==> config.mk <==
export PLATFORM = sky130hd
export DESIGN_NAME = ccr_core_regs
export DESIGN_NICKNAME = d
export VERILOG_FILES = /design/src/rtl/ccr_pkg.sv /design/src/rtl/ccr_stack_if.sv /design/src/rtl/ccr_stack_eng.sv /design/src/rtl/ccr_core_regs.sv
export VERILOG_INCLUDE_DIRS = /design/src /design/src/rtl
export SDC_FILE = /design/constraint.sdc
export NUM_CORES = 1
export LEC_CHECK = 0
export BUFFER_PORTS_ARGS = -buffer_cell sky130_fd_sc_hd__buf_2
export CORE_MARGIN = 2
export CORE_UTILIZATION = 45
export CTS_CLUSTER_DIAMETER = 120
export DETAILED_ROUTE_END_ITERATION = 8
export PLACE_DENSITY = 0.76
export REMOVE_ABC_BUFFERS = 1
export SLEW_MARGIN = 20
export SYNTH_ARGS = -nofsm -noshare
export SYNTH_HDL_FRONTEND = slang
export SYNTH_SLANG_ARGS = --single-unit
==> constraint.sdc <==
create_clock -name clk -period 1.9 [get_ports clk]
set_input_delay 0.19 -clock clk [delete_from_list [all_inputs] [get_ports clk]]
set_output_delay 0.19 -clock clk [all_outputs]
set_load 0.005 [all_outputs]
==> src/rtl/ccr_defines.svh <==
// Offsets, field positions and reset values of the core register file
`ifndef CCR_DEFINES_SVH
`define CCR_DEFINES_SVH
`define CCR_OFF_STACK 8'h81
`define CCR_OFF_FLAGS 8'hD0
`define CCR_OFF_MAIN 8'hE0
`define CCR_OFF_AUX 8'hF0
`define CCR_RST_VAL 8'h00
`define CCR_BIT_CY 7
`define CCR_BIT_AC 6
`define CCR_BIT_F0 5
`define CCR_BIT_RS1 4
`define CCR_BIT_RS0 3
`define CCR_BIT_OV 2
`define CCR_BIT_UD 1
`define CCR_BIT_P 0
`define CCR_BANK_SHIFT 3
`endif

==> src/rtl/ccr_pkg.sv <==
// Types shared by the core register file modules
package ccr_pkg;
  typedef logic [7:0] ccr_byte_t;
  typedef enum logic [2:0] {
    CCR_OP_NONE = 3'h0,
    CCR_OP_ALU = 3'h1,
    CCR_OP_MULDIV = 3'h3,
    CCR_OP_PUSH = 3'h2,
    CCR_OP_POP = 3'h6,
    CCR_OP_BIT = 3'h7
  } ccr_op_t;
  typedef enum logic [1:0] {
    CCR_ST_IDLE = 2'h0,
    CCR_ST_POP_WAIT = 2'h1,
    CCR_ST_POP_DONE = 2'h3
  } ccr_state_t;
endpackage : ccr_pkg

==> src/rtl/ccr_stack_if.sv <==
// Stack memory port between the register file and its stack engine
`timescale 1ns/1ps
`default_nettype none
interface ccr_stack_if;
  logic push;
  logic pop;
  logic [7:0] sp;
  logic [7:0] wdata;
  logic mem_we;
  logic mem_re;
  logic [7:0] mem_addr;
  logic [7:0] mem_wdata;
  logic sp_inc;
  logic sp_dec;
  logic pop_valid;
  modport core (output push, pop, sp, wdata,
    input mem_we, mem_re, mem_addr, mem_wdata, sp_inc, sp_dec, pop_valid);
  modport eng (input push, pop, sp, wdata,
    output mem_we, mem_re, mem_addr, mem_wdata, sp_inc, sp_dec, pop_valid);
endinterface : ccr_stack_if
`default_nettype wire

==> src/rtl/ccr_stack_eng.sv <==
// Stack engine: addresses internal data memory for push and pop
`timescale 1ns/1ps
`default_nettype none
module ccr_stack_eng (
  // Clock and reset
  input wire logic clk,
  input wire logic rst,
  // Core side
  ccr_stack_if.eng st
);
  ccr_pkg::ccr_state_t state_reg;

  function automatic logic [7:0] sp_plus1(input logic [7:0] v);
    sp_plus1 = v + 8'h01;
  endfunction : sp_plus1

  // Push writes above the pointer; pop reads at it
  assign st.mem_we = st.push && state_reg == ccr_pkg::CCR_ST_IDLE;
  assign st.mem_re = st.pop && state_reg == ccr_pkg::CCR_ST_IDLE;
  assign st.mem_addr = st.push ? sp_plus1(st.sp) : st.sp;
  assign st.mem_wdata = st.wdata;
  assign st.sp_inc = st.mem_we;
  assign st.sp_dec = state_reg == ccr_pkg::CCR_ST_POP_WAIT;
  assign st.pop_valid = state_reg == ccr_pkg::CCR_ST_POP_WAIT;

  // Memory read has one cycle latency, so decrement follows the read
  always_ff @(posedge clk or posedge rst) begin
    if (rst) begin
      state_reg <= ccr_pkg::CCR_ST_IDLE;
    end else begin
      case (state_reg)
        ccr_pkg::CCR_ST_IDLE: begin
          if (st.mem_re) begin
            state_reg <= ccr_pkg::CCR_ST_POP_WAIT;
          end
        end
        ccr_pkg::CCR_ST_POP_WAIT: begin
          state_reg <= ccr_pkg::CCR_ST_POP_DONE;
        end
        ccr_pkg::CCR_ST_POP_DONE: begin
          state_reg <= ccr_pkg::CCR_ST_IDLE;
        end
        default: begin
          state_reg <= ccr_pkg::CCR_ST_IDLE;
        end
      endcase
    end
  end
endmodule : ccr_stack_eng
`default_nettype wire

==> src/rtl/ccr_core_regs.sv <==
// Accumulator, auxiliary, flags and stack pointer register file
// Operation
// - Accumulator at 0xE0, read/write, resets zero
// - Datapath reads and writes accumulator directly
// - Accumulator bits individually set, cleared, tested
// - Auxiliary register at 0xF0, resets zero
// - Auxiliary register feeds multiply and divide
// - Auxiliary register is free temporary storage
// - Auxiliary register bits individually addressable
// - Flags at 0xD0, fixed bit layout, reset zero
// - Half-carry records low nibble carry out
// - User flag changes only by software
// - Stack pointer at 0x81, resets zero
// - Push stores at pointer plus one
// - Pop reads at current pointer
// - Standard stack spans 256-byte internal memory
`include "ccr_defines.svh"
`timescale 1ns/1ps
`default_nettype none
module ccr_core_regs (
  // Clock and reset
  input wire logic clk,
  input wire logic rst,
  // Wishbone slave
  input wire logic wb_cyc_i,
  input wire logic wb_stb_i,
  input wire logic wb_we_i,
  input wire logic [7:0] wb_adr_i,
  input wire logic [7:0] wb_dat_i,
  input wire logic wb_sel_i,
  output logic [7:0] wb_dat_o,
  output logic wb_ack_o,
  output logic wb_err_o,
  // Datapath operation
  input wire ccr_pkg::ccr_op_t dp_op,
  input wire logic [7:0] dp_main_wdata,
  input wire logic dp_main_we,
  input wire logic [7:0] dp_aux_wdata,
  input wire logic dp_aux_we,
  input wire logic dp_cy,
  input wire logic dp_ac,
  input wire logic dp_ov,
  input wire logic dp_flags_we,
  input wire logic dp_bit_sel_aux,
  input wire logic [2:0] dp_bit_idx,
  input wire logic dp_bit_val,
  input wire logic dp_pop_to_aux,
  // Datapath views
  output logic [7:0] main_operand_q,
  output logic [7:0] aux_operand_q,
  output logic [7:0] flags_q,
  output logic [7:0] sp_q,
  output logic bit_test_q,
  output logic [7:0] bank_base_q,
  // Internal data memory port
  output logic mem_we,
  output logic mem_re,
  output logic [7:0] mem_addr,
  output logic [7:0] mem_wdata,
  input wire logic [7:0] mem_rdata
);
  logic [7:0] main_operand_reg;
  logic [7:0] aux_operand_reg;
  logic [7:0] cpu_flags_reg;
  logic [7:0] stack_top_ptr;
  logic ack_reg;
  logic err_reg;
  logic [7:0] rdata_reg;
  logic bit_test_reg;
  logic bus_req;
  logic bus_wr;
  logic hit;
  logic wr_main;
  logic wr_aux;
  logic wr_flags;
  logic wr_sp;
  logic parity_next;
  logic [7:0] main_next;

  ccr_stack_if st();

  function automatic logic [7:0] set_bit(input logic [7:0] v,
      input logic [2:0] idx, input logic b);
    logic [7:0] r;
    r = v;
    r[idx] = b;
    set_bit = r;
  endfunction : set_bit

  function automatic logic reg_hit(input logic [7:0] a);
    reg_hit = a == `CCR_OFF_MAIN || a == `CCR_OFF_AUX ||
      a == `CCR_OFF_FLAGS || a == `CCR_OFF_STACK;
  endfunction : reg_hit

  // Single-cycle answer; ack drops the cycle after it was given
  assign bus_req = wb_cyc_i && wb_stb_i && !ack_reg && !err_reg;
  assign hit = reg_hit(wb_adr_i);
  assign bus_wr = bus_req && wb_we_i && wb_sel_i && hit;
  assign wr_main = bus_wr && wb_adr_i == `CCR_OFF_MAIN;
  assign wr_aux = bus_wr && wb_adr_i == `CCR_OFF_AUX;
  assign wr_flags = bus_wr && wb_adr_i == `CCR_OFF_FLAGS;
  assign wr_sp = bus_wr && wb_adr_i == `CCR_OFF_STACK;

  always_ff @(posedge clk or posedge rst) begin
    if (rst) begin
      ack_reg <= 1'b0;
      err_reg <= 1'b0;
    end else begin
      ack_reg <= bus_req && hit;
      err_reg <= bus_req && !hit;
    end
  end

  always_ff @(posedge clk or posedge rst) begin
    if (rst) begin
      rdata_reg <= `CCR_RST_VAL;
    end else if (bus_req) begin
      case (wb_adr_i)
        `CCR_OFF_MAIN: rdata_reg <= main_operand_reg;
        `CCR_OFF_AUX: rdata_reg <= aux_operand_reg;
        `CCR_OFF_FLAGS: rdata_reg <= cpu_flags_reg;
        `CCR_OFF_STACK: rdata_reg <= stack_top_ptr;
        default: rdata_reg <= 8'h00;
      endcase
    end
  end

  assign wb_ack_o = ack_reg;
  assign wb_err_o = err_reg;
  assign wb_dat_o = rdata_reg;

  // Accumulator: bus write wins over datapath in the same cycle
  always_comb begin
    main_next = main_operand_reg;
    if (dp_op == ccr_pkg::CCR_OP_BIT && !dp_bit_sel_aux) begin
      main_next = set_bit(main_operand_reg, dp_bit_idx, dp_bit_val);
    end else if (st.pop_valid && !dp_pop_to_aux) begin
      main_next = mem_rdata;
    end else if (dp_main_we) begin
      main_next = dp_main_wdata;
    end
    if (wr_main) begin
      main_next = wb_dat_i;
    end
  end

  always_ff @(posedge clk or posedge rst) begin
    if (rst) begin
      main_operand_reg <= `CCR_RST_VAL;
    end else begin
      main_operand_reg <= main_next;
    end
  end

  always_ff @(posedge clk or posedge rst) begin
    if (rst) begin
      aux_operand_reg <= `CCR_RST_VAL;
    end else if (wr_aux) begin
      aux_operand_reg <= wb_dat_i;
    end else if (dp_op == ccr_pkg::CCR_OP_BIT && dp_bit_sel_aux) begin
      aux_operand_reg <= set_bit(aux_operand_reg, dp_bit_idx,
        dp_bit_val);
    end else if (st.pop_valid && dp_pop_to_aux) begin
      aux_operand_reg <= mem_rdata;
    end else if (dp_op == ccr_pkg::CCR_OP_MULDIV && dp_aux_we) begin
      aux_operand_reg <= dp_aux_wdata;
    end
  end

  always_ff @(posedge clk or posedge rst) begin
    if (rst) begin
      bit_test_reg <= 1'b0;
    end else if (dp_op == ccr_pkg::CCR_OP_BIT) begin
      bit_test_reg <= dp_bit_sel_aux ? aux_operand_reg[dp_bit_idx] :
        main_operand_reg[dp_bit_idx];
    end
  end

  // Parity follows the accumulator value that is being stored
  assign parity_next = ^main_next;

  always_ff @(posedge clk or posedge rst) begin
    if (rst) begin
      cpu_flags_reg <= `CCR_RST_VAL;
    end else if (wr_flags) begin
      cpu_flags_reg <= {wb_dat_i[7:1], parity_next};
    end else begin
      if (dp_flags_we) begin
        cpu_flags_reg[`CCR_BIT_CY] <= dp_cy;
        cpu_flags_reg[`CCR_BIT_AC] <= dp_ac;
        cpu_flags_reg[`CCR_BIT_OV] <= dp_ov;
      end
      cpu_flags_reg[`CCR_BIT_P] <= parity_next;
    end
  end

  // Pointer stays 8 bits: the stack wraps inside internal memory
  always_ff @(posedge clk or posedge rst) begin
    if (rst) begin
      stack_top_ptr <= `CCR_RST_VAL;
    end else if (wr_sp) begin
      stack_top_ptr <= wb_dat_i;
    end else if (st.sp_inc) begin
      stack_top_ptr <= stack_top_ptr + 8'h01;
    end else if (st.sp_dec) begin
      stack_top_ptr <= stack_top_ptr - 8'h01;
    end
  end

  assign st.push = dp_op == ccr_pkg::CCR_OP_PUSH;
  assign st.pop = dp_op == ccr_pkg::CCR_OP_POP;
  assign st.sp = stack_top_ptr;
  assign st.wdata = main_operand_reg;

  ccr_stack_eng u_stack (
    .clk(clk),
    .rst(rst),
    .st(st)
  );

  assign mem_we = st.mem_we;
  assign mem_re = st.mem_re;
  assign mem_addr = st.mem_addr;
  assign mem_wdata = st.mem_wdata;

  assign main_operand_q = main_operand_reg;
  assign aux_operand_q = aux_operand_reg;
  assign flags_q = cpu_flags_reg;
  assign sp_q = stack_top_ptr;
  assign bit_test_q = bit_test_reg;
  // Bank base is bank number times eight bytes
  assign bank_base_q = {3'h0, cpu_flags_reg[`CCR_BIT_RS1],
    cpu_flags_reg[`CCR_BIT_RS0], 3'h0};
endmodule : ccr_core_regs
`default_nettype wire

* After elaboration in Yosys (flattened, before gate mapping)
Index checks and enable logic that the tools add are counted.
** Word-level totals
- Output and inout port bits :: 69
- Register bits :: 45
- Logic and storage cells :: 86
- Bits of input ports :: 61
** Cells by class
- Mux-type cells :: 28
- Reduce and logical (&&, ||, !) cells :: 33
- Add/sub/neg operators :: 2
- Equality and inequality tests :: 10
- $lt $le $gt $ge :: 2
** Operators by type and width (count)
- 2-to-1 mux 8 bit :: 12
- == test 8 bit (second input constant) :: 4
- case mux 8 bit (4 select lines) :: 1
- logical AND 1 bit :: 20
- bitwise mux 8 bit :: 2
- adder 8 x 1 -> 8 bit (second input constant) :: 1
- XOR reduction 8 bit :: 1
- subtractor 8 x 1 -> 8 bit (second input constant) :: 1
- binary-select mux 1 bit (select 3 bit) :: 2
- == test 3 x 2 -> 1 bit (second input constant) :: 2
- == test 3 bit (second input constant) :: 2
- 2-to-1 mux 1 bit :: 6
- 2-to-1 mux 2 bit :: 3
- logical NOT 1 bit :: 5
- less-than comparator 3 x 4 -> 1 bit (second input constant) :: 1
- case mux 2 bit (2 select lines) :: 1
- nonzero test 4 bit :: 1
- demux 1 bit (select 3 bit) :: 1
- >= comparator 3 x 1 -> 1 bit (second input constant) :: 1
- logical OR 1 bit :: 3
- nonzero test 3 bit :: 1
- == test 2 x 1 -> 1 bit (second input constant) :: 1
- logical NOT 2 bit :: 1
- != test 2 bit (second input constant) :: 1
- nonzero test 2 bit :: 1

* Longest topological paths before layout
Gate-level depths: netlist of the first run.
- Depth after elaboration :: 9
- Mapped depth :: 9
- Mapped depth without buffers :: 6

* Modules after synthesis
A second synthesis of the first run with hierarchy kept.
** Unflattened totals
- Cell total of the unflattened synthesis :: 424
- Area, all modules :: 3643.5 um2
** Modules (own cells, without submodules)
- ccr_core_regs :: instances 1, area an instance 3330.7 um2, seq. area each 1076.0 um2, cells an instance 386
- ccr_stack_eng :: instances 1, area an instance 312.8 um2, seq. area each 50.0 um2, cells an instance 38

* Least setup slack after synthesis of the first run
OpenSTA, ideal clock, no wires.
- Path type :: register to register
- Start :: register ack_reg, in the netlist wb_ack_o
- End :: register cpu_flags_reg[0], in the netlist flags_q[0]
- Arrival time :: 1.944 ns
- Setup time :: 0.134 ns
- Cell stages (with the launch flop) :: 8
- Path slack :: -0.177 ns
- Required time :: 1.766 ns
- Cells stage by stage :: dfrtp_1 -> nor4bb_1 -> and4_1 -> buf_2 -> a21oi_1 -> a22o_1 -> xor2_1 -> xnor3_1
** On the way
- Longest elaborated chain between the ends :: 9
** RTL lines
- from (decl) :: line ccr_core_regs.sv:66 : logic ack_reg;
- from (signal assigned) :: line ccr_core_regs.sv:109 : ack_reg <= bus_req && hit;
- logical NOT 1 bit :: line ccr_core_regs.sv:96 : assign bus_req = wb_cyc_i && wb_stb_i && !ack_reg && !err_reg;
- logical AND 1 bit (2 in a row) :: line ccr_core_regs.sv:96
- logical AND 1 bit (3 in a row) :: line ccr_core_regs.sv:98 : assign bus_wr = bus_req && wb_we_i && wb_sel_i && hit;
- logical AND 1 bit (no line)
- 2-to-1 mux 8 bit :: line ccr_core_regs.sv:142 : if (wr_main) begin
- named net main_next[0] :: line ccr_core_regs.sv:78 : logic [7:0] main_next;
- XOR reduction 8 bit :: line ccr_core_regs.sv:180 : assign parity_next = ^main_next;
- named net parity_next :: line ccr_core_regs.sv:77 : logic parity_next;
- to (signal assigned) :: line ccr_core_regs.sv:184 : cpu_flags_reg <= `CCR_RST_VAL;
- to (signal assigned) :: line ccr_core_regs.sv:186 : cpu_flags_reg <= {wb_dat_i[7:1], parity_next};
- to (signal, indexed assignment) :: line ccr_core_regs.sv:189 : cpu_flags_reg[`CCR_BIT_CY] <= dp_cy;
- to (decl) :: line ccr_core_regs.sv:64 : logic [7:0] cpu_flags_reg;
The timed path passes the listed nets, and every way through them passes these cells.
A chain may end at the register's enable or synchronous reset.

* Worst setup path after layout of the first run
- Start :: register err_reg, in the netlist wb_err_o
- End :: register cpu_flags_reg[0], in the netlist flags_q[0]
** On the way
- Longest elaborated chain between the ends :: 8
** RTL lines
- from (decl) :: line ccr_core_regs.sv:67 : logic err_reg;
- from (signal assigned) :: line ccr_core_regs.sv:110 : err_reg <= bus_req && !hit;
- logical NOT 1 bit :: line ccr_core_regs.sv:96
- logical AND 1 bit :: line ccr_core_regs.sv:96
- logical AND 1 bit (3 in a row) :: line ccr_core_regs.sv:98
- logical AND 1 bit (no line)
- 2-to-1 mux 8 bit :: line ccr_core_regs.sv:142
- named net main_next[0] :: line ccr_core_regs.sv:78
- XOR reduction 8 bit :: line ccr_core_regs.sv:180
- named net parity_next :: line ccr_core_regs.sv:77
The timed path passes the listed nets, and every way through them passes these cells.

==> results of run 1 <==
[final cells by class]
type | count | area (um^2) | share of cell area
Timing Repair Buffer | 195 | 1180 | 0.243
Sequential cell | 45 | 1130 | 0.233
Inverter | 6 | 22.5 | 0.00465
Tap cell | 102 | 128 | 0.0264
Clock buffer | 5 | 68.8 | 0.0142
Multi-Input combinational cell | 320 | 2280 | 0.471
Clock inverter | 2 | 38.8 | 0.00801
[worst paths after layout]
path,from,to,slack [ns],depth (start not counted)
max reg2reg,wb_err_o,flags_q[0],-0.19,7
max,wb_err_o,flags_q[0],-0.19,7
min reg2reg,bit_test_q,bit_test_q,0.53,1
min,dp_cy,flags_q[7],0.19,3
min in group asynchronous,rst,wb_err_o,0.28,3
max in group asynchronous,rst,sp_q[1],0.87,4
[worst reg2reg max path: stages, from the launching register on]
cell	delay (ns)
dfrtp_1	0.41
nor4bb_4	0.33
and4_1	0.26
buf_6	0.16
a21oi_1	0.05
a22o_1	0.22
xor2_1	0.21
xnor3_1	0.34
[power by group]
part           switching (W)  internal (W)
registers           0.000475       0.00127
clock network       0.000334      0.000390
logic                0.00124       0.00142
total                0.00205       0.00308
[routing by layer]
metal	vias up	global-route usage	routed length, um	share of wire
met5	-	0	0	0
met4	0	0.0600	193	0.016
met3	19	0.0314	714	0.059
met2	159	0.460	6000	0.50
met1	1909	0.366	5150	0.43
li1	1800	-	-	-
[synth_stat cells (all sizes together), types with 3 or more instances]
cell type | number | area (um^2)
a21oi | 29 | 149
a31oi | 17 | 106
inv | 6 | 22.5
nor4b | 3 | 41.3
o21ai | 24 | 124
nor3b | 4 | 35.0
xnor2 | 17 | 149
and3 | 6 | 37.5
nor2b | 12 | 75.1
a22o | 13 | 114
mux2i | 34 | 340
mux2 | 4 | 45.0
dfrtp | 45 | 1130
a211oi | 9 | 67.6
nand3b | 5 | 37.5
and3b | 3 | 26.3
nor3 | 5 | 25.0
nand4 | 3 | 18.8
nand2 | 36 | 138
clkbuf | 16 | 60.1
a222oi | 8 | 80.1
nand3 | 7 | 35.0
nor2 | 33 | 126
xor2 | 14 | 123
buf | 31 | 209
and2 | 4 | 25.0
[through the flow]
step | std cells | total power, W
after floorplan | 371 | 0.00304
after global placement | 659 | 0.00427
after detailed placement | 659 | 0.00434
after CTS | 668 | 0.00507
after global routing | 675 | 0.00547
final | 675 | 0.00513
[cells by family (layout without fill, tap and decap cells)]
group | Yosys count | in the layout
AOI/OAI and AO/OA | 109 | 109
buffers and inverters | 53 | 208
muxes | 40 | 40
and+or+nand+nor | 131 | 131
xor gates and xnor gates | 32 | 32
DFF | 45 | 45
other | 1 | 6
adders and majority gates | 2 | 2
[what timing repair did]
item / in CTS / in global routing
endpoints found under the hold margin: 2 / 0
gates cloned: 0 / 2
hold buffers: 1 / 0
buffers inserted: 1 / 5
setup endpoints to repair: 14 / 22
pin swaps: 5 / 2
resized for setup: 5 / 17
==> impl_metrics.yaml, run 1 <==
status:
  status: "finished with violations"
  violations: "setup timing"
synth:
  synth_flop_cell: "dfrtp_1"
  synthSimpleGateAreaFrac: 0.196
  synth-seq-cells: 45
  synth-compound-area-share: 0.202
  ys_types: 54
  synth_top_family_by_area: "compound AO/OA/AOI/OAI gates"
  syn_inst: 413
  ys_warn_count: 0
  synth_edf_count: 0
  yosys-mux-area-fraction: 0.119
  synth-xor-area-share: 0.0816
  async_flop_share: 1.00
  yosysSeqAreaShare: 0.313
  netlist_area_mm2: 0.00360
  synthAdderAreaFrac: 0.00695
  avgSynthCellArea_um2: 8.72
layout:
  final_common_cell: "buf_2"
  syn2layout_area_growth_pct: 34.4
  layout_common_cells: "124 x buf_2, 65 x buf_4, 44 x dfrtp_1, 34 x nand2_1, 33 x mux2i_1"
  drive_gt1_frac: 0.394
  final_area_mm2: 0.00484
  layout.nets: 636
  fillers: 686
  diodes: 0
  final_util: 0.627
clock_tree:
  clk_latency_ns: 0.30
  cts_tree: "done"
  numCtsBuffers: 5
  cts_buffer_depth: 2
  clock_sinks: 45
  root_buffer: "clkbuf_8"
  clkTransAtPathRegs_ns: 0.09
  cts_max_level: 2
floorplan:
  ios: 130
  die_h_um: 93.5
  core-area_mm2: 0.00773
  initial_core_util: 0.466
  die_area_mm2: 0.00874
  fp-row-count: 32
  die_x_um: 93.5
placement:
  routabilityCongestion: 0.912
  port_buffers: 123
  dpl.hpwl_um: 9500
  place_ws_ns: -0.232
  place_area_mm2: 0.00457
min_path:
  min_path_type: "input pin to flop"
timing:
  hold_viol_final: 0
  fmax_mhz: 478
  slew_viol_final: 0
  fin_crit_sh: 1.10
  rsz0062_at_grt: "yes"
  period_minus_slack_ns: 2.09
  maxSlewHeadroom: 0.629
  skew_ns: 0.00590
  hold_ws_ns: 0.191
  fin_setup_tns_ns: -0.257
  setup_ws_ns: -0.192
  tightest_slew_ns: 0.557
  setup_viol_count_final: 3
critical_path:
  crit_fanout: 9
  path_class: "flop to flop"
  slowest_delay_ns: 0.41
  critPathLaunchType: "flop"
  crit_chain: "nor4bb_4 -> and4_1 -> buf_6 -> a21oi_1 -> a22o_1 -> xor2_1 -> xnor3_1"
  worstPathArrival_ns: 2.27
  end_kind: "flop"
  worst-path-buf-inv: 1
  cp_top_family: "simple AND/OR/NAND/NOR gates"
  cp_slowest_cell: "dfrtp_1"
  cp.required_ns: 2.08
job:
  drv_cap: 0
detailed_routing:
  drt_iter0_markers: 321
  wl_um: 12100
  post_drt_via_cell_ratio: 5.76
  via_count: 3887
  firstDrtPassIters: 6
  wl_per_cell_um: 17.9
  drc: 0
  ant_nets: 0
global_routing:
  grt_usage: 0.269
  antenna_found_initial: 0
  grt_pass1_vias: 3490
  grt_pass1_wl_um: 18300
  overflow: 0
  grt_max_degree: 44
pwr:
  p_leak_nw: 2.38
  ir_worst_vdd_uv: 617
  p_per_area_mw_per_mm2: 1060
(Power assumes the default switching activity.)
==> run 2: changes to the inputs <==
--- a/config.mk
+++ b/config.mk
@@ -19 +19,2 @@
 export SYNTH_SLANG_ARGS = --single-unit
+export TNS_END_PERCENT = 20
==> constraint.sdc (replaced) <==
create_clock -name clk -period 1.9 [get_ports clk]
set_input_delay 0.095 -clock clk [delete_from_list [all_inputs] [get_ports clk]]
set_output_delay 0.095 -clock clk [all_outputs]
set_load 0.005 [all_outputs]
==> run 2 against run 1 <==
Against the previous run:
- the run still ends with setup timing left
- flip-flop and latch count unchanged
- power decreased by 4.0%
- global-route usage about the same
- die area unchanged
- clock skew about the same
- hold slack got worse by 0.10 ns
- utilization decreased by 1.8 points
- sequential share of layout area increased by 0.68 points
- non-clock buffer count decreased by 12
- setup slack improved by 0.015 ns
- combinational power decreased by 3%
- critical path depth unchanged
- critical endpoint unchanged
==> impl_metrics.yaml, run 2 (same netlist as run 1, synthesis figures left out) <==
timing:
  maxSlewHeadroom: 0.507
  slew_viol_final: 0
  fin_crit_sh: 1.09
  hold_ws_ns: 0.0889
  skew_ns: 0.00610
  setup_ws_ns: -0.177
  fmax_mhz: 481
  rsz0062_at_grt: "yes"
  hold_viol_final: 0
  tightest_slew_ns: 0.735
  setup_viol_count_final: 2
  period_minus_slack_ns: 2.08
clock_tree:
  clk_latency_ns: 0.30
  clkTransAtPathRegs_ns: 0.08
  cts_tree: "done"
  clock_sinks: 45
  root_buffer: "clkbuf_8"
  cts_max_level: 2
  numCtsBuffers: 5
  cts_buffer_depth: 2
pwr:
  ir_worst_vdd_uv: 709
  switching_share: 0.403
  clockPowerShare: 0.122
  pwr-share-seq: 0.354
  p_leak_nw: 2.32
  p_comb_frac: 0.524
  internal_power_w: 0.00294
  p_sw_w: 0.00199
  p_per_area_mw_per_mm2: 1050
floorplan:
  core-area_mm2: 0.00773
  fp-row-count: 32
  die_area_mm2: 0.00874
  die_x_um: 93.5
  die_h_um: 93.5
  initial_core_util: 0.466
  ios: 130
critical_path:
  worstPathArrival_ns: 2.26
  endpoint: "flags_q[0]"
  rr_endpoint: "flags_q[0]"
  reg2reg_depth: 7
  rr_startpoint: "wb_ack_o"
  end_kind: "flop"
  cp-startpoint: "wb_ack_o"
  path_class: "flop to flop"
  cp.required_ns: 2.08
  crit_fanout: 6
  rrSetupSlack_ns: -0.18
  critPathLaunchType: "flop"
detailed_routing:
  drc: 0
  firstDrtPassIters: 8
  wl_per_cell_um: 17.8
  post_drt_via_cell_ratio: 5.69
  via_count: 3773
  wl_um: 11800
  ant_nets: 0
  drt_iter0_markers: 436
job:
  drv_cap: 0
global_routing:
  grt_pass1_vias: 3396
  grt_usage: 0.269
  overflow: 0
  grt_pass1_wl_um: 18100
  antenna_found_initial: 0
  grt_max_degree: 28
placement:
  dpl.hpwl_um: 9410
  port_buffers: 123
  place_area_mm2: 0.00455
  routabilityCongestion: 0.951
layout:
  fillers: 711
  layout_common_cells: "123 x buf_2, 53 x buf_4, 44 x dfrtp_1, 34 x mux2i_1, 33 x nand2_1"
  final_common_cell: "buf_2"
  syn2layout_area_growth_pct: 30.6
  diodes: 0
  final_area_mm2: 0.00470
  drive_gt1_frac: 0.373
  layout.nets: 624
min_path:
  min_path_type: "input pin to flop"
  hp-start: "wb_dat_i[0]"
status:
  status: "finished with violations"
  violations: "setup timing"
==> run 2: worst max-delay path, cell delays in order, from the launching register on <==
cell and delay (ns):
dfrtp_1 0.39, nor4bb_2 0.35, and4_1 0.26, buf_6 0.14, a31oi_1 0.05, a22oi_1 0.21, xor2_1 0.17, xnor3_1 0.40
==> run 2: worst min path at each step <==
stage                                    to  slack [ns]  cells after the start
after floorplan           main_operand_q[2]        0.21                      2
after global placement             wb_err_o        0.15                      2
after detailed placement           wb_ack_o        0.16                      2
after CTS                           sp_q[0]        0.09                      3
after global routing                sp_q[0]        0.10                      3
final                               sp_q[0]        0.09                      3
==> run 2: layer usage <==
metal / share of wire / wire, um / GRT usage / vias up
met4: 0.012 / 136 / 0.0576 / 0
met3: 0.077 / 906 / 0.0355 / 16
met5: 0 / 0 / 0.0256 / -
li1: - / - / - / 1775
met1: 0.42 / 5010 / 0.385 / 1798
met2: 0.49 / 5740 / 0.434 / 184
==> run 2: cell type report <==
cell class,instances,area [um^2],share of cell area
clock buffer,7,86.3,0.0184
inverter,6,22.5,0.00479
multi-input combinational,320,2230,0.474
sequential,45,1130,0.240
tap,102,128,0.0271
timing repair buffer,183,1110,0.236
==> run 2: stage by stage <==
| step | cells | setup WS [ns] | setup TNS [ns] | utilization | total power (W) |
|---|---|---|---|---|---|
| 2_1_floorplan | 371 | -1.72 | -40.42 | - | 0.00304 |
| 3_3_place_gp | 653 | -0.168 | -0.171 | 0.589 | 0.00425 |
| 3_5_place_dp | 653 | -0.160 | -0.160 | 0.589 | 0.00431 |
| 4_1_cts | 662 | -0.151 | -0.174 | 0.603 | 0.00491 |
| 5_1_grt | 663 | -0.269 | -0.616 | 0.609 | 0.00527 |
| 6_report | 663 | -0.177 | -0.254 | 0.609 | 0.00493 |
==> run 2: timing repair <==
action | CTS | global route
setup buffers | 1 | 3
pin swaps | 3 | 6
gates resized for setup | 2 | 12
hold buffers | 1 | 0
endpoints found under the hold margin | 18 | 0
setup endpoints to repair | 3 | 25
==> run 2: power groups by stage <==
stage / Clock [W] / Combinational [W] / Sequential, W
6_report: 0.000602 / 0.00258 / 0.00174
3_5_place_dp: 0 / 0.00256 / 0.00175
5_1_grt: 0.000646 / 0.00282 / 0.00180
3_3_place_gp: 0 / 0.00251 / 0.00174
2_1_floorplan: 0 / 0.00135 / 0.00169
4_1_cts: 0.000601 / 0.00258 / 0.00173
==> run 3: changes to the inputs <==
Settings changed: SYNTH_HIERARCHICAL from default to 1.
==> run 3 against run 2 <==
Against the previous run:
- the run still ends with setup timing left
- power up 23%
- utilization up 3.3 points
- clock skew is 0.014 ns higher
- area after synthesis is 1.1% higher
- largest power group unchanged
- critical endpoint is now sp_q[7]
- via count is 5.1% higher
- register-to-register slack lost 0.33 ns
- cell area rose by 6.0%
==> impl_metrics.yaml, run 3 <==
floorplan:
  core-area_mm2: 0.00777
  fp-row-count: 32
  die_area_mm2: 0.00883
  ios: 130
  die_x_um: 94.0
  initial_core_util: 0.469
  die_h_um: 94.0
layout:
  fin_cells: 698
  final_util: 0.642
  layout_common_cells: "123 x buf_2, 72 x buf_4, 47 x nand2_1, 45 x dfrtp_1, 41 x a21oi_1"
  fillers: 716
  drive_gt1_frac: 0.446
  final_area_mm2: 0.00498
  final-seq-area_mm2: 0.00113
  final_common_cell: "buf_2"
  diodes: 0
  layout.nets: 664
  syn2layout_area_growth_pct: 36.8
  multiInputGateArea_mm2: 0.00238
pwr:
  ir_worst_vdd_uv: 698
  p_per_area_mw_per_mm2: 1210
  power.total_w: 0.00605
  p_leak_nw: 2.49
global_routing:
  grt_max_degree: 44
  antenna_found_initial: 1
  grt_usage: 0.270
  grt_pass1_vias: 3702
  overflow: 0
  grt_pass1_wl_um: 18600
timing:
  hold_viol_final: 0
  setup_ws_ns: -0.506
  fmax_mhz: 416
  maxSlewHeadroom: 0.472
  period_minus_slack_ns: 2.41
  slew_viol_final: 0
  setup_viol_count_final: 7
  fin_crit_sh: 1.27
  rsz0062_at_grt: "yes"
  skew_ns: 0.0204
  fin_setup_tns_ns: -2.09
  tightest_slew_ns: 0.789
clock_tree:
  cts_buffer_depth: 2
  cts_tree: "done"
  clkTransAtPathRegs_ns: 0.09
  numCtsBuffers: 5
  cts_max_level: 2
  clk_latency_ns: 0.32
  root_buffer: "clkbuf_8"
  clock_sinks: 45
synth:
  synthTopCellsByCount: "48 x nand2_1, 45 x dfrtp_1, 44 x a21oi_1, 26 x nor2_1, 23 x o21ai_0"
  synth_flop_cell: "dfrtp_1"
  netlist_area_mm2: 0.00364
  yosysTopAreaCell: "dfrtp_1"
  async_flop_share: 1.00
  synth_edf_count: 0
  synth_top_area_share: 0.309
  yosysMostFrequentCell: "nand2_1"
  yosysSeqAreaShare: 0.309
  ys_types: 60
  ys_top_cells_by_area: "dfrtp_1 31%, a21oi_1 6.0%, mux2_2 5.3%"
  synth-seq-cells: 45
  avgSynthCellArea_um2: 8.59
  syn_inst: 424
  ys_warn_count: 6
critical_path:
  rr_startpoint: "u_stack/state_reg[1]"
  end_kind: "flop"
  crit_fanout: 2
  path_class: "flop to flop"
  cp-startpoint: "u_stack/state_reg[1]"
  rrSetupSlack_ns: -0.51
  critPathLaunchType: "flop"
  cp.required_ns: 2.10
  worstPathArrival_ns: 2.60
status:
  violations: "setup timing"
  status: "finished with violations"
min_path:
  min_path_type: "input pin to flop"
  hp-start: "wb_dat_i[6]"
placement:
  port_buffers: 123
  place_inst: 685
  routabilityCongestion: 0.903
  dpl.hpwl_um: 9370
  place_area_mm2: 0.00470
detailed_routing:
  ant_nets: 0
  firstDrtPassIters: 6
  wl_per_cell_um: 17.2
  drt_iter0_markers: 288
  drc: 0
  post_drt_via_cell_ratio: 5.68
  wl_um: 12000
  via_count: 3966
job:
  drv_cap: 0
==> run 3: cell count changes in the layout (fill, tap and decap cells not counted), moves of 12 or more <==
cell     delta
mux2i_1    -15
a22o_1     -12
a21oi_1    +13
mux2_2     +13
buf_4      +19
nand2_1    +14
==> run 3: worst max-delay path, cell delays in order, from the launching register on <==
cell and delay, ns:
dfrtp_1 0.40, nor3b_2 0.21, inv_1 0.08, ha_1 0.28
a21o_1 0.19, a21oi_4 0.17, o21bai_4 0.11, a2111oi_4 0.30
o211ai_1 0.15, a21o_1 0.18, a31o_2 0.23
==> run 3: layout make-up <==
type / instances / share of cell area
Multi-Input combinational cell: 334 / 0.477
Timing Repair Buffer: 199 / 0.241
Sequential cell: 45 / 0.226
Tap cell: 102 / 0.0256
Clock buffer: 5 / 0.0138
Clock inverter: 3 / 0.00929
Inverter: 10 / 0.00753
==> run 3: cell families (layout without fill, tap and decap cells) <==
kind of cell	after synthesis	count (layout)	share of synthesized area
simple gates	137	137	0.201
mux	37	37	0.108
flops	45	45	0.309
buf+inv	50	217	0.0752
other cells	1	6	0.00103
xor+xnor	25	25	0.0622
compound gates	121	121	0.214
fa+ha+maj	8	8	0.0295
==> run 3: report_power, final <==
group	switching (W)	internal [W]	total (W)
logic	0.00173	0.00197	0.00370
registers	0.000324	0.00125	0.00158
clock network	0.000377	0.000394	0.000771
==> run 3: what timing repair did <==
action / CTS / global route
hold buffers: 1 / 0
setup buffers: 4 / 0
resized for setup: 18 / 12
setup endpoints to repair: 15 / 16
gates cloned: 0 / 0
endpoints found under the hold margin: 45 / 0
pin swaps: 11 / 1
==> run 3: final timing paths <==
check                                       endpoint  cells after the start
min in group asynchronous       u_stack/state_reg[0]                      3
max in group asynchronous                    sp_q[7]                      4
worst max register to register               sp_q[7]                     10
worst min-delay path               main_operand_q[6]                      3
worst min register to register           wb_dat_o[3]                      2
worst max-delay path                         sp_q[7]                     10
==> run 3: metal layers <==
layer,track usage,routed length (um)
met5,0,0
met4,0.0640,194
met3,0.0393,915
met2,0.452,5790
met1,0.369,5090
==> run 3: metrics by stage <==
stage	setup slack [ns]	hold slack (ns)
global route	-0.614	0.102
floorplan	-1.29	-0.164
CTS	-0.481	0.0995
global placement	-0.928	-0.0464
finish	-0.506	0.0907
detailed placement	-0.980	-0.0349
